### src/ttk_pkg.sv
// Purpose: Constants and types shared by the tick time keeper
// Assumes: One 125 MHz clock, tick pulse already synchronous
// Notes: Register map is reached over a plain strobe port
//
// Functional notes
// - Tick seven: capture pending time, raise arrival flag
// - Next tick: load pending seconds, zero tick field
// - Each tick pulse without a load increments the tick field
// - Tick overflow increments seconds without delivery
// - Tick zero, low seconds byte zero: fine sync
// - Within two ticks send coarse poke commands
// - Fine sync aligned to tick, shared tick
// - Follower sync repeats every 256 seconds
// - Free-running master still issues sync and coarse
// - Delivered time accepted without any validity check
package ttk_pkg;

  localparam int TTK_TICK_W = 3;
  localparam int TTK_SEC_W = 32;
  localparam int TTK_FINE_W = 8;
  localparam int TTK_COARSE_W = 24;
  localparam logic [2:0] TTK_DELIVER_TICK = 3'h6;
  localparam logic [2:0] TTK_DETECT_TICK = 3'h7;
  localparam logic [2:0] TTK_POKE_DEADLINE = 3'h2;

  // Register offsets (byte addresses)
  localparam logic [7:0] TTK_REG_SECONDS = 8'h00;
  localparam logic [7:0] TTK_REG_TICK = 8'h04;
  localparam logic [7:0] TTK_REG_PENDING = 8'h08;
  localparam logic [7:0] TTK_REG_STATUS = 8'h0c;
  localparam logic [7:0] TTK_REG_IRQ_EN = 8'h10;
  localparam logic [7:0] TTK_REG_IRQ_CLR = 8'h14;
  localparam logic [7:0] TTK_REG_CTRL = 8'h18;

  // Status bits
  localparam int TTK_ST_ARRIVED = 0;
  localparam int TTK_ST_LOADED = 1;
  localparam int TTK_ST_FREERUN = 2;
  localparam int TTK_ST_SYNC = 3;
  localparam int TTK_ST_POKED = 4;
  localparam int TTK_ST_W = 5;

  localparam int TTK_CTRL_EN = 0;
  localparam logic [31:0] TTK_CTRL_RST = 32'h0000_0001;

  typedef enum logic [1:0] {
    TTK_PK_IDLE,
    TTK_PK_SEND_A,
    TTK_PK_SEND_B
  } ttk_poke_type;

endpackage

### src/ttk_time_keeper.sv
// Design decisions made here: the placing of the registers and the strobed register port.
`timescale 1ns/1ps
// Purpose: Seconds and eighth-second tick keeper with follower sync
// Assumes: Tick and delivery strobes synchronous to clk_sys
// Notes: Delivered seconds are taken as-is, no plausibility test
module ttk_time_keeper
  import ttk_pkg::*;
(
  // Clock and reset
  input wire logic clk_sys,
  input wire logic srst,
  // Spacecraft bus interface
  input wire logic eighth_second_tick,
  input wire logic sc_time_stb,
  input wire logic [31:0] sc_time_val,
  // Follower processors
  output logic fine_sync_r,
  output logic poke_valid_r,
  output logic poke_dest_r,
  output logic [23:0] poke_data_r,
  input wire logic poke_ready,
  // Register port
  input wire logic [7:0] reg_addr,
  input wire logic [31:0] reg_wdata,
  input wire logic reg_wr,
  input wire logic reg_rd,
  output logic [31:0] reg_rdata_r,
  // Interrupt
  output logic irq_r
);

  // ----------------------------------------
  // Time state
  // ----------------------------------------
  logic [TTK_SEC_W-1:0] seconds_r;
  logic [TTK_SEC_W-1:0] pending_r;
  logic [TTK_TICK_W-1:0] tick_r;
  logic delivered_r;
  logic arrived_r;
  logic [TTK_ST_W-1:0] status_r;
  logic [TTK_ST_W-1:0] irq_en_r;
  logic [31:0] ctrl_r;
  logic [TTK_SEC_W-1:0] seconds_nxt;
  logic [TTK_TICK_W-1:0] tick_nxt;

  wire enabled = ctrl_r[TTK_CTRL_EN];
  wire tick_p = eighth_second_tick && enabled;
  wire detect = tick_p && (tick_r == TTK_DETECT_TICK - 3'h1) && delivered_r;
  wire load = tick_p && arrived_r;
  wire overflow = tick_p && !arrived_r && (tick_r == TTK_DETECT_TICK);

  // Seconds and tick next-state; the tick pulse itself is trusted
  // to be an exact eighth second, so no drift correction is tried
  always_comb begin
    seconds_nxt = seconds_r;
    tick_nxt = tick_r;
    if (load) begin
      seconds_nxt = pending_r;
      tick_nxt = 3'h0;
    end else if (tick_p) begin
      tick_nxt = tick_r + 3'h1;
      if (overflow) begin
        seconds_nxt = seconds_r + 32'h0000_0001;
      end
    end
  end

  // Period zero begins on load or on overflow, same as follower view
  wire period0_start = load || overflow;
  wire [7:0] sec_low_nxt = seconds_nxt[TTK_FINE_W-1:0];

  always_ff @(posedge clk_sys) begin
    if (srst) begin
      seconds_r <= 32'h0000_0000;
      tick_r <= 3'h0;
      pending_r <= 32'h0000_0000;
      delivered_r <= 1'b0;
      arrived_r <= 1'b0;
    end else begin
      seconds_r <= seconds_nxt;
      tick_r <= tick_nxt;
      // Delivery expected in tick six; latch any value
      if (sc_time_stb) begin
        pending_r <= sc_time_val;
        delivered_r <= 1'b1;
      end else if (detect) begin
        delivered_r <= 1'b0;
      end
      if (detect) begin
        arrived_r <= 1'b1;
      end else if (load) begin
        arrived_r <= 1'b0;
      end
    end
  end

  // ----------------------------------------
  // Follower synchronisation
  // ----------------------------------------
  logic sync_evt;
  logic poke_done;
  logic poke_late;

  ttk_sync_pulse u_sync (
    .clk_sys(clk_sys),
    .srst(srst),
    .tick_p(tick_p),
    .period0_start(period0_start),
    .sec_low(sec_low_nxt),
    .fine_sync_r(fine_sync_r),
    .sync_evt_r(sync_evt)
  );

  ttk_poke_seq u_poke (
    .clk_sys(clk_sys),
    .srst(srst),
    .start(sync_evt),
    .tick_p(tick_p),
    .coarse(seconds_r[TTK_SEC_W-1:TTK_FINE_W]),
    .poke_valid_r(poke_valid_r),
    .poke_dest_r(poke_dest_r),
    .poke_data_r(poke_data_r),
    .poke_ready(poke_ready),
    .done_r(poke_done),
    .late_r(poke_late)
  );

  // ----------------------------------------
  // Registers and interrupt
  // ----------------------------------------
  wire wr_en = reg_wr && (reg_addr == TTK_REG_IRQ_EN);
  wire wr_clr = reg_wr && (reg_addr == TTK_REG_IRQ_CLR);
  wire wr_ctrl = reg_wr && (reg_addr == TTK_REG_CTRL);

  logic [TTK_ST_W-1:0] events;
  assign events[TTK_ST_ARRIVED] = detect;
  assign events[TTK_ST_LOADED] = load;
  assign events[TTK_ST_FREERUN] = overflow;
  assign events[TTK_ST_SYNC] = sync_evt;
  assign events[TTK_ST_POKED] = poke_done || poke_late;

  logic [TTK_ST_W-1:0] clr_bits;
  assign clr_bits = wr_clr ? reg_wdata[TTK_ST_W-1:0] : '0;

  logic [31:0] rd_mux;
  always_comb begin
    case (reg_addr)
      TTK_REG_SECONDS: rd_mux = seconds_r;
      TTK_REG_TICK: rd_mux = {29'h0, tick_r};
      TTK_REG_PENDING: rd_mux = pending_r;
      TTK_REG_STATUS: rd_mux = {27'h0, status_r};
      TTK_REG_IRQ_EN: rd_mux = {27'h0, irq_en_r};
      TTK_REG_CTRL: rd_mux = ctrl_r;
      default: rd_mux = 32'h0000_0000;
    endcase
  end

  always_ff @(posedge clk_sys) begin
    if (srst) begin
      status_r <= '0;
      irq_en_r <= '0;
      ctrl_r <= TTK_CTRL_RST;
      reg_rdata_r <= 32'h0000_0000;
      irq_r <= 1'b0;
    end else begin
      // Set beats clear so an event in the clear cycle survives
      status_r <= (status_r & ~clr_bits) | events;
      if (wr_en) begin
        irq_en_r <= reg_wdata[TTK_ST_W-1:0];
      end
      if (wr_ctrl) begin
        ctrl_r <= {31'h0, reg_wdata[TTK_CTRL_EN]};
      end
      reg_rdata_r <= reg_rd ? rd_mux : 32'h0000_0000;
      irq_r <= |(status_r & irq_en_r);
    end
  end

endmodule

### src/ttk_sync_pulse.sv
`timescale 1ns/1ps
// Purpose: Fine-sync level for followers, aligned to tick periods
// Assumes: Tick pulse is one cycle wide
// Notes: Level holds for the whole of tick period zero
module ttk_sync_pulse
  import ttk_pkg::*;
(
  // Clock and reset
  input wire logic clk_sys,
  input wire logic srst,
  // Timing inputs
  input wire logic tick_p,
  input wire logic period0_start,
  input wire logic [7:0] sec_low,
  // Output
  output logic fine_sync_r,
  output logic sync_evt_r
);

  wire fire = tick_p && period0_start && (sec_low == 8'h00);

  // Changes only on tick edges, so every follower sees it for a full period
  always_ff @(posedge clk_sys) begin
    if (srst) begin
      fine_sync_r <= 1'b0;
      sync_evt_r <= 1'b0;
    end else begin
      sync_evt_r <= fire;
      if (tick_p) begin
        fine_sync_r <= fire;
      end
    end
  end

endmodule

### src/ttk_poke_seq.sv
`timescale 1ns/1ps
// Purpose: Sends coarse time to both followers after a fine sync
// Assumes: Channel accepts a command with valid and ready
// Notes: Gives up at the deadline rather than stall timekeeping
module ttk_poke_seq
  import ttk_pkg::*;
(
  // Clock and reset
  input wire logic clk_sys,
  input wire logic srst,
  // Triggers
  input wire logic start,
  input wire logic tick_p,
  input wire logic [23:0] coarse,
  // Channel
  output logic poke_valid_r,
  output logic poke_dest_r,
  output logic [23:0] poke_data_r,
  input wire logic poke_ready,
  // Result
  output logic done_r,
  output logic late_r
);

  ttk_poke_type st_r;
  logic [2:0] ticks_r;
  wire accept = poke_valid_r && poke_ready;
  wire expired = tick_p && (ticks_r == TTK_POKE_DEADLINE - 3'h1);

  always_ff @(posedge clk_sys) begin
    if (srst) begin
      st_r <= TTK_PK_IDLE;
      ticks_r <= 3'h0;
      poke_valid_r <= 1'b0;
      poke_dest_r <= 1'b0;
      poke_data_r <= 24'h00_0000;
      done_r <= 1'b0;
      late_r <= 1'b0;
    end else begin
      done_r <= 1'b0;
      late_r <= 1'b0;
      case (st_r)
        TTK_PK_IDLE: begin
          if (start) begin
            st_r <= TTK_PK_SEND_A;
            ticks_r <= 3'h0;
            poke_valid_r <= 1'b1;
            poke_dest_r <= 1'b0;
            poke_data_r <= coarse;
          end
        end
        TTK_PK_SEND_A: begin
          if (tick_p) begin
            ticks_r <= ticks_r + 3'h1;
          end
          if (accept) begin
            st_r <= TTK_PK_SEND_B;
            poke_dest_r <= 1'b1;
          end else if (expired) begin
            st_r <= TTK_PK_IDLE;
            poke_valid_r <= 1'b0;
            late_r <= 1'b1;
          end
        end
        TTK_PK_SEND_B: begin
          if (tick_p) begin
            ticks_r <= ticks_r + 3'h1;
          end
          if (accept) begin
            st_r <= TTK_PK_IDLE;
            poke_valid_r <= 1'b0;
            done_r <= 1'b1;
          end else if (expired) begin
            st_r <= TTK_PK_IDLE;
            poke_valid_r <= 1'b0;
            late_r <= 1'b1;
          end
        end
        default: begin
          st_r <= TTK_PK_IDLE;
          poke_valid_r <= 1'b0;
        end
      endcase
    end
  end

endmodule

### config.mk
export PLATFORM = sky130hd
export DESIGN_NAME = ttk_time_keeper
export DESIGN_NICKNAME = d
export VERILOG_FILES = /design/src/ttk_pkg.sv /design/src/ttk_time_keeper.sv /design/src/ttk_sync_pulse.sv /design/src/ttk_poke_seq.sv
export SDC_FILE = /design/constraint.sdc
export NUM_CORES = 1
export LEC_CHECK = 0
export BUFFER_PORTS_ARGS = -buffer_cell sky130_fd_sc_hd__buf_2
export CORE_ASPECT_RATIO = 1.1
export CORE_UTILIZATION = 35
export DETAILED_ROUTE_END_ITERATION = 10
export PLACE_DENSITY_LB_ADDON = 0.15
export SLEW_MARGIN = 25
export SYNTH_ARGS = -nofsm -noshare
export SYNTH_HDL_FRONTEND = slang
export SYNTH_SLANG_ARGS = --single-unit
### constraint.sdc
create_clock -name clk_sys -period 3.3 [get_ports clk_sys]
set_input_delay 0.495 -clock clk_sys [delete_from_list [all_inputs] [get_ports clk_sys]]
set_output_delay 0.495 -clock clk_sys [all_outputs]
set_load 0.02 [all_outputs]
# Word level (Yosys, flattened, before mapping)

Index checks and enable logic that the tools add are counted.

Add/subtract/negate cells: 3
Equality and inequality tests: 15
Multiplexer cells: 27
Bitwise logic cells: 7
Reductions and logical operators: 36

Operators by type and width:

| kind                    | count |
|---|---|
| $pmux W32 S6            | 1 |
| $mux W32                | 3 |
| $add A32 B1 Y32 const B | 1 |
| $eq A8 B5 Y1 const B    | 3 |
| $eq A8 B4 Y1 const B    | 2 |
| $logic_not A8 Y1        | 2 |
| $logic_and A1 B1 Y1     | 13 |
| $mux W1                 | 12 |
| $reduce_bool A2 Y1      | 6 |
| $and A5 B5 Y5           | 2 |
| $eq A8 B3 Y1 const B    | 1 |
| $mux W2                 | 4 |
| $reduce_or A2 Y1        | 4 |
| $add A3 B1 Y3 const B   | 2 |
| $eq A3 B3 Y1 const B    | 2 |
| $mux W3                 | 2 |
| $pmux W2 S3             | 1 |
| $pmux W3 S2             | 1 |
| $reduce_and A2 Y1       | 3 |
| $reduce_and A3 Y1       | 2 |
| $mux W5                 | 1 |
| $not A5 Y5              | 1 |
| $or A5 B5 Y5            | 1 |
| $reduce_or A5 Y1        | 1 |
| 12 further kinds        | 17 |

Register bits after elaboration: 148
Word-level logic and storage cells: 108

# Logic depth before layout (Yosys ltp)

Gate-level depths: netlist of run 1.

Depth in word-level cells: 8
Gate-level depth with buffers: 9
Depth with buffers taken out: 8

# By module

From an unflattened synthesis of run 1, not the netlist that was laid out.

Cell total of the unflattened synthesis: 773
Area total of the unflattened synthesis: 6754.0 sq um

By module, submodules not included:

| module          | times used | cells each | area each (sq um) |
|---|---|---|---|
| ttk_time_keeper | 1          | 603        | 5321.4 |
| ttk_poke_seq    | 1          | 161        | 1346.3 |
| ttk_sync_pulse  | 1          | 9          | 86.3 |

# Worst setup path before layout of run 1

No wires, ideal clock.

Path type: register -> register
From: register tick_r[0]
To: register u_sync.fine_sync_r
Setup time: 0.096 ns
Arrival: 2.039 ns
Data required time: 3.204 ns
Slack: 1.165 ns
Stages on the path, launching flop included: 10
Buffers on the path: 1
Period minus slack after synthesis: 2.135 ns
Cell sequence: dfxtp_1 ha_1 ha_1 and4b_1 buf_6 nand4_2 xor2_1 a21oi_1 or4b_1 o41ai_2

Cells in the longest elaborated chain, start to end: 7

Ends and longest elaborated chain:

| what                    | RTL line              | text |
|---|---|---|
| start, declared         | ttk_time_keeper.sv:37 | `logic [TTK_TICK_W-1:0] tick_r;` |
| start signal, assigned  | ttk_time_keeper.sv:81 | `tick_r <= tick_nxt;` |
| $eq A3 B3 Y1 (*)        | ttk_time_keeper.sv:50 | `wire overflow = tick_p && !arrived_r && (tick_r == TTK_DETECT_TICK);` |
| $logic_and A1 B1 Y1 (*) | ttk_time_keeper.sv:50 |  |
| $mux W32                | ttk_time_keeper.sv:62 | `if (overflow) begin` |
| $mux W32                | ttk_time_keeper.sv:60 | `end else if (tick_p) begin` |
| $mux W32                | ttk_time_keeper.sv:57 | `if (load) begin` |
| $logic_not A8 Y1        | ttk_sync_pulse.sv:20  | `wire fire = tick_p && period0_start && (sec_low == 8'h00);` |
| $logic_and A1 B1 Y1 (*) | ttk_sync_pulse.sv:20  |  |
| end signal, assigned    | ttk_sync_pulse.sv:30  | `fine_sync_r <= fire;` |
| end, declared           | ttk_sync_pulse.sv:16  | `output logic fine_sync_r,` |

Every way passes the cells marked *; elsewhere a longest branch is shown, timed or not. The select of a mux whose other input is x is not followed.
A chain may end at the register's enable or synchronous reset.

# Worst setup path in the final report of run 1

Same ends and word-level chain as after synthesis.

==> results of run 1 <==
-- routing by layer --
layer | GRT usage, % | share of wire [%] | vias up
li1 | - | - | 2716
met3 | 4.624 | 4.9 | 21
met4 | 7.772 | 1.5 | 0
met2 | 32.11 | 47 | 172
met1 | 25.83 | 47 | 2637
met5 | 0 | 0 | -
-- cells by family after synthesis --
family                     count (synthesis)  synth area share [%]
xor gates and xnor gates                  25                 3.490
adders and majority gates                 10                 1.994
and+or+nand+nor                          281                 20.38
DFF                                      148                 47.23
buffers and inverters                     58                 3.829
AOI/OAI and AO/OA                        153                 16.00
muxes                                     44                 7.080
-- cells in the final DEF, fill, tap and decap left out, types with 3 or more instances in the layout --
cell and instances:
clkbuf_8 6, nand3_1 17, nand3b_1 3, nor2_1 107, mux2_2 3, xnor2_1 12, nand2_1 87, ha_1 10
o21ai_0 7, mux2i_1 41, buf_4 13, a222oi_1 3, and3_1 11, nor3_2 3, buf_2 109, o22ai_1 14
nor4_1 4, nor2b_1 7, dfxtp_1 148, xor2_1 13, a21oi_1 56, a22oi_1 47, and2_1 3, nand4_1 8
nor3_1 14, inv_1 7, a221oi_1 4, a211oi_1 6, clkbuf_16 17, and4_1 6
-- registers in the layout, indices dropped and copies added (netlist names), 3 cells and up --
register,flops
irq_en_r,5
pending_r,32
reg_rdata_r,32
seconds_r,32
status_r,5
tick_r,3
u_poke.poke_data_r,24
u_poke.ticks_r,3
-- path summary, 6_finish.rpt --
path                                                     startpoint                             endpoint  slack [ps]  cells after the start
worst max-delay path                         tick_r[0]$_SDFFE_PP0N_      u_sync.fine_sync_r$_SDFFE_PP0N_         640                      8
worst min-delay path                                sc_time_val[21]           pending_r[21]$_SDFFE_PP0P_         300                      3
worst max register to register               tick_r[0]$_SDFFE_PP0N_      u_sync.fine_sync_r$_SDFFE_PP0N_         640                      8
worst min register to register  u_poke.poke_data_r[13]$_SDFFE_PP0P_  u_poke.poke_data_r[13]$_SDFFE_PP0P_         450                      2
-- power groups by stage --
stage,Clock [mW],Combinational (mW),Sequential [mW]
floorplan,0,0.0876,1.87
global placement,0,0.138,1.88
detailed placement,0,0.142,1.88
CTS,2.01,0.142,1.84
global route,2.10,0.158,1.84
finish,1.98,0.141,1.84
-- metrics by stage --
step	instances	worst slack [ps]	power, mW	instance area [sq um]	utilization, %
floorplan	719	1165	1.957	6274	-
detailed placement	1024	662.3	2.022	7004	40.57
global placement	1024	738.1	2.018	7004	40.57
finish	1056	636.5	3.958	7619	44.12
global route	1056	449.9	4.097	7619	44.12
CTS	1056	629.1	3.993	7614	44.09
-- worst reg2reg max path, cell delays in order (launching register included) --
cell and delay [ps]:
dfxtp_1 390, ha_1 180, ha_1 460, and4b_1 370
nand4_2 140, xor2_1 160, a21oi_1 90, or4b_1 580
o41ai_2 220
-- cell type report --
cell class / count / area, sq um / area share, %
Clock buffer: 25 / 515.5 / 6.766
Clock inverter: 7 / 93.84 / 1.232
Inverter: 7 / 26.28 / 0.3449
Multi-Input combinational cell: 513 / 3084 / 40.48
Tap cell: 234 / 292.8 / 3.843
Timing Repair Buffer: 122 / 643.1 / 8.441
Sequential cell: 148 / 2963 / 38.89
==> impl_metrics.yaml, run 1 <==
global_routing:
  grt_max_degree: 73
  grt_pass1_vias: 5437
  antenna_found_initial: 0
  overflow: 0
  grt_pass1_wl_mm: 28.18
  track_usage_pct: 20.00
timing:
  slew_headroom_pct: 45.68
  hold_viol_final: 0
  max_freq_mhz: 375.4
  post-route-min-period_ps: 2664
  setup_violations: 0
  fin_skew_ps: 11.56
  tightest_slew_ps: 814.8
  tns_ps: 0
  finalCritPeriodShare_pct: 80.71
  maxSlewViolCount: 0
  whs_ps: 297.9
  rsz0062_at_grt: "no"
worst_setup_path:
  cpMaxStageDelayCell: "or4b_1"
  cp_cell_sequence: "ha_1 -> ha_1 -> and4b_1 -> nand4_2 -> xor2_1 -> a21oi_1 -> or4b_1 -> o41ai_2"
  critical_path.top_delay_family: "simple AND/OR/NAND/NOR gates"
  end_kind: "flop"
  path_class: "reg -> reg"
  worstSetupStartpointType: "flop"
  cp.required_ps: 3630
  critPathMostFrequentCell: "ha_1"
  critPathMaxStageDelay_ps: 580
  crit_path_max_fanout: 12
  crit_buf_inv: 0
  worstPathArrival_ps: 2990
floorplanning:
  die_area_sq_um: 18460
  initial_core_util_pct: 36.33
  die_y_um: 142.4
  coreArea_sq_um: 17270
  die_w_um: 129.7
  io_pins: 139
  num_rows: 50
run:
  cap_violations: 0
drt:
  ant_nets: 0
  drt_iter0_drc: 504
  firstDrtPassIters: 7
  route.detailed.drc: 0
  routed_wl_mm: 17.70
  wl_per_cell_um: 16.76
  viasPerCell: 5.252
  vias: 5546
clock_tree:
  cts_setup_buffers: 0
  cts_tree: "built"
  clock_latency_ps: 430
  cts_buffers: 17
  clock_tree.root_cell: "clkbuf_16"
  cts_resized: 0
  cts_sinks: 148
  hold_buffers: 0
  h-tree-depth: 4
  cts.path.max_buffers: 2
  clk_transition_reported_paths_ps: 60
layout:
  area_growth_pct: 21.44
  n_fill_cell: 1743
  n_antenna_cell: 0
  num-nets-final: 898
  drive_gt1_share_pct: 19.83
synthesis:
  yosysTopAreaCell: "dfxtp_1"
  yosysWarnings: 0
  synth.most_common_cell: "dfxtp_1"
  synth.distinct_cells: 52
  synthTopCellsByCount: "dfxtp_1, nor2_1, nand2_1"
  synth.top_cell.area_share_pct: 47.23
  syn_inst: 719
  ys_async_sr_fraction_pct: 0
  syn_area_sq_um: 6274
  yosysSeqAreaShare_pct: 47.23
  synth_seq_cells: 148
  synth_fp_nets: 808
  synth_top_flop_cell: "dfxtp_1"
  syn_area_per_cell_sq_um: 8.725
  yosys-top-cells-area: "dfxtp_1, mux2i_1, nor2_1"
  synth_edf_count: 0
pwr:
  peakVddDrop_v: 0.0003820
  switchingPower_mw: 0.8518
  leakage_nw: 3.055
  combPwrFrac_pct: 3.6
  internal_power_mw: 3.107
  switching_share_pct: 21.52
  seqPwrFrac_pct: 46.5
  power_density_nw_per_um2: 519.6
  clockPowerShare_pct: 49.9
placement:
  portBuffers: 111
  dp_hpwl_mm: 11.69
  gp_congestion: 0.8035
status:
  outcome: "finished, final reports clean"
worst_hold_path:
  hp-class: "in -> reg"
Note: power is estimated with default switching activity, not from simulation.
==> inputs of run 2 (changes only) <==
ABC_AREA = 1   (was not set)
clock period = 2.5 ns   (was 3.3 ns; I/O delays follow)
==> run 2 against run 1 <==
  * Synthesized cell count up 34%
  * Largest cell class unchanged
  * Core utilization fell by 0.70 points
  * Sequential power rose by 32%
  * Highest routed layer unchanged
==> impl_metrics.yaml, run 2 <==
status:
  outcome: "finished, final reports clean"
timing:
  post-route-min-period_ps: 1925
  rsz0062_at_grt: "no"
  worst_slack_ps: 575.1
  max_freq_mhz: 519.5
  finalCritPeriodShare_pct: 76.99
  hold_viol_final: 0
  tightest_slew_ps: 567.7
  slew_headroom_pct: 62.10
  fin_skew_ps: 6.499
  tns_ps: 0
  setup_violations: 0
  maxSlewViolCount: 0
drt:
  firstDrtPassIters: 5
  route.detailed.drc: 0
  ant_nets: 0
  wl_per_cell_um: 14.64
  routed_wl_mm: 19.33
  vias: 6463
  drt_iter0_drc: 383
  viasPerCell: 4.896
synthesis:
  synth_compound_area_share_pct: 18.19
  synth.most_common_cell: "nand2_1"
  syn_inst: 964
  synth.top_cell.area_share_pct: 44.18
  synth_top_family_by_area: "simple AND/OR/NAND/NOR gates"
  yosys-top-cells-area: "dfxtp_1, nand2_1, a21oi_1"
  yosysSeqAreaShare_pct: 44.18
  yosysWarnings: 0
  syn_area_sq_um: 6706
  synth_xor_xnor_area_share_pct: 0
  ys_async_sr_fraction_pct: 0
  synth_edf_count: 0
  yosys.area_share.simple_pct: 26.92
  synth_fp_nets: 1053
  syn_area_per_cell_sq_um: 6.957
  synth_seq_cells: 148
  synth_fa_ha_area_share_pct: 1.866
  synth.distinct_cells: 32
  yosysTopAreaCell: "dfxtp_1"
  muxShareOfSynthArea_pct: 0
  synthTopCellsByCount: "nand2_1, dfxtp_1, a21oi_1"
  synth_top_flop_cell: "dfxtp_1"
placement:
  post-place-ws_ps: 571.0
  dp.cells: 1288
  place_area_sq_um: 7470
  dp_hpwl_mm: 14.13
  portBuffers: 111
  gp_congestion: 0.8813
layout:
  stdcell_area_sq_um: 8080
  n_fill_cell: 2032
  seq_area_sq_um: 2963
  drive_gt1_share_pct: 16.34
  multi_input_area_sq_um: 3151
  layout_commonest_cell: "nand2_1"
  layout_common_cells: "nand2_1, dfxtp_1, buf_2"
  n_antenna_cell: 0
  num-nets-final: 1153
  top_regs: "pending_r (32), reg_rdata_r (32), seconds_r (32)"
  area_growth_pct: 20.49
  stdcell_count: 1320
worst_setup_path:
  end_kind: "flop"
  cp.required_ps: 2870
  crit_path_max_fanout: 6
  worstSetupStartpointType: "flop"
  worstPathArrival_ps: 2300
  path_class: "reg -> reg"
clock_tree:
  cts_tree: "built"
  clock_latency_ps: 430
  cts_resized: 0
  hold_buffers: 0
  cts_setup_buffers: 0
  cts_buffers: 17
  clock_tree.root_cell: "clkbuf_16"
  clk_transition_reported_paths_ps: 60
  cts.path.max_buffers: 2
  cts_sinks: 148
  h-tree-depth: 4
floorplanning:
  io_pins: 139
  coreArea_sq_um: 18610
  initial_core_util_pct: 36.04
  die_area_sq_um: 19720
  die_w_um: 134.0
  num_rows: 52
  die_y_um: 147.2
global_routing:
  antenna_found_initial: 0
  grt_pass1_wl_mm: 31.03
  overflow: 0
  track_usage_pct: 20.16
  grt_max_degree: 65
  grt_pass1_vias: 6037
pwr:
  leakage_nw: 3.229
  power_mw: 5.287
  peakVddDrop_v: 0.0004619
  power_density_nw_per_um2: 654.3
worst_hold_path:
  hp-class: "in -> reg"
run:
  cap_violations: 0
## run 2: cell types whose count changed in the layout (fill, tap and decap cells not counted), moves of 41 or more
| cell | before | now |
|---|---|---|
| nand2_1 | 87 | 223 |
| inv_1 | 7 | 101 |
| mux2i_1 | 41 | 0 |
| a21oi_1 | 56 | 105 |
| a22oi_1 | 47 | 0 |
| nand3_1 | 17 | 61 |
| o21ai_0 | 7 | 83 |
## run 2: path summary, 6_finish.rpt
check	startpoint	slack [ps]	endpoint	depth (start not counted)
hold reg to reg	u_poke.poke_dest_r$_SDFFE_PP0P_	450	u_poke.poke_dest_r$_SDFFE_PP0P_	2
hold / removal	sc_time_val[8]	170	pending_r[8]$_SDFFE_PP0P_	3
setup / recovery	tick_r[1]$_SDFFE_PP0N_	580	u_sync.fine_sync_r$_SDFFE_PP0N_	10
setup reg to reg	tick_r[1]$_SDFFE_PP0N_	580	u_sync.fine_sync_r$_SDFFE_PP0N_	10
## run 2: per-layer routing
metal  part of all wire (%)  track usage (%)  routed length [um]
met2                     48            34.33                9293
met5                      0                0                   0
met1                     47            25.66                8990
met3                    3.7            3.244                 723
met4                    1.7            6.875                 323
## run 2: kinds of logic after synthesis
family,count (synthesis)
fa+ha+maj,10
simple gates,426
flops,148
compound gates,230
buf+inv,150
## run 2: stage by stage
step / utilization (%) / hold slack (ps)
6_report: 43.42 / 167.6
3_3_place_gp: 40.14 / 438.7
3_5_place_dp: 40.14 / 447.6
2_1_floorplan: - / 439.2
4_1_cts: 43.42 / 153.1
5_1_grt: 43.42 / 156.8
## run 2: report_power, final
| group | switching (mW) | internal, mW |
|---|---|---|
| clock | 1.03 | 1.62 |
| sequential | 0.0290 | 2.40 |
| combinational | 0.136 | 0.0752 |
| total | 1.19 | 4.09 |
## run 2: final cells by class
class                      count  area share (%)
multi-input combinational    666           38.99
sequential                   148           36.67
tap                          243           3.763
clock buffer                  19           5.605
timing repair buffer         120           7.866
inverter                     111           5.156
clock inverter                13           1.951
## run 2: critical path, stage by stage, from the launching register on
cell	delay, ps
dfxtp_1	390
ha_1	170
ha_1	200
nand4_1	330
nor2_1	230
nand3_1	100
nand3_1	110
nand2_1	60
nor2_1	110
nand2_1	100
nand2_1	70
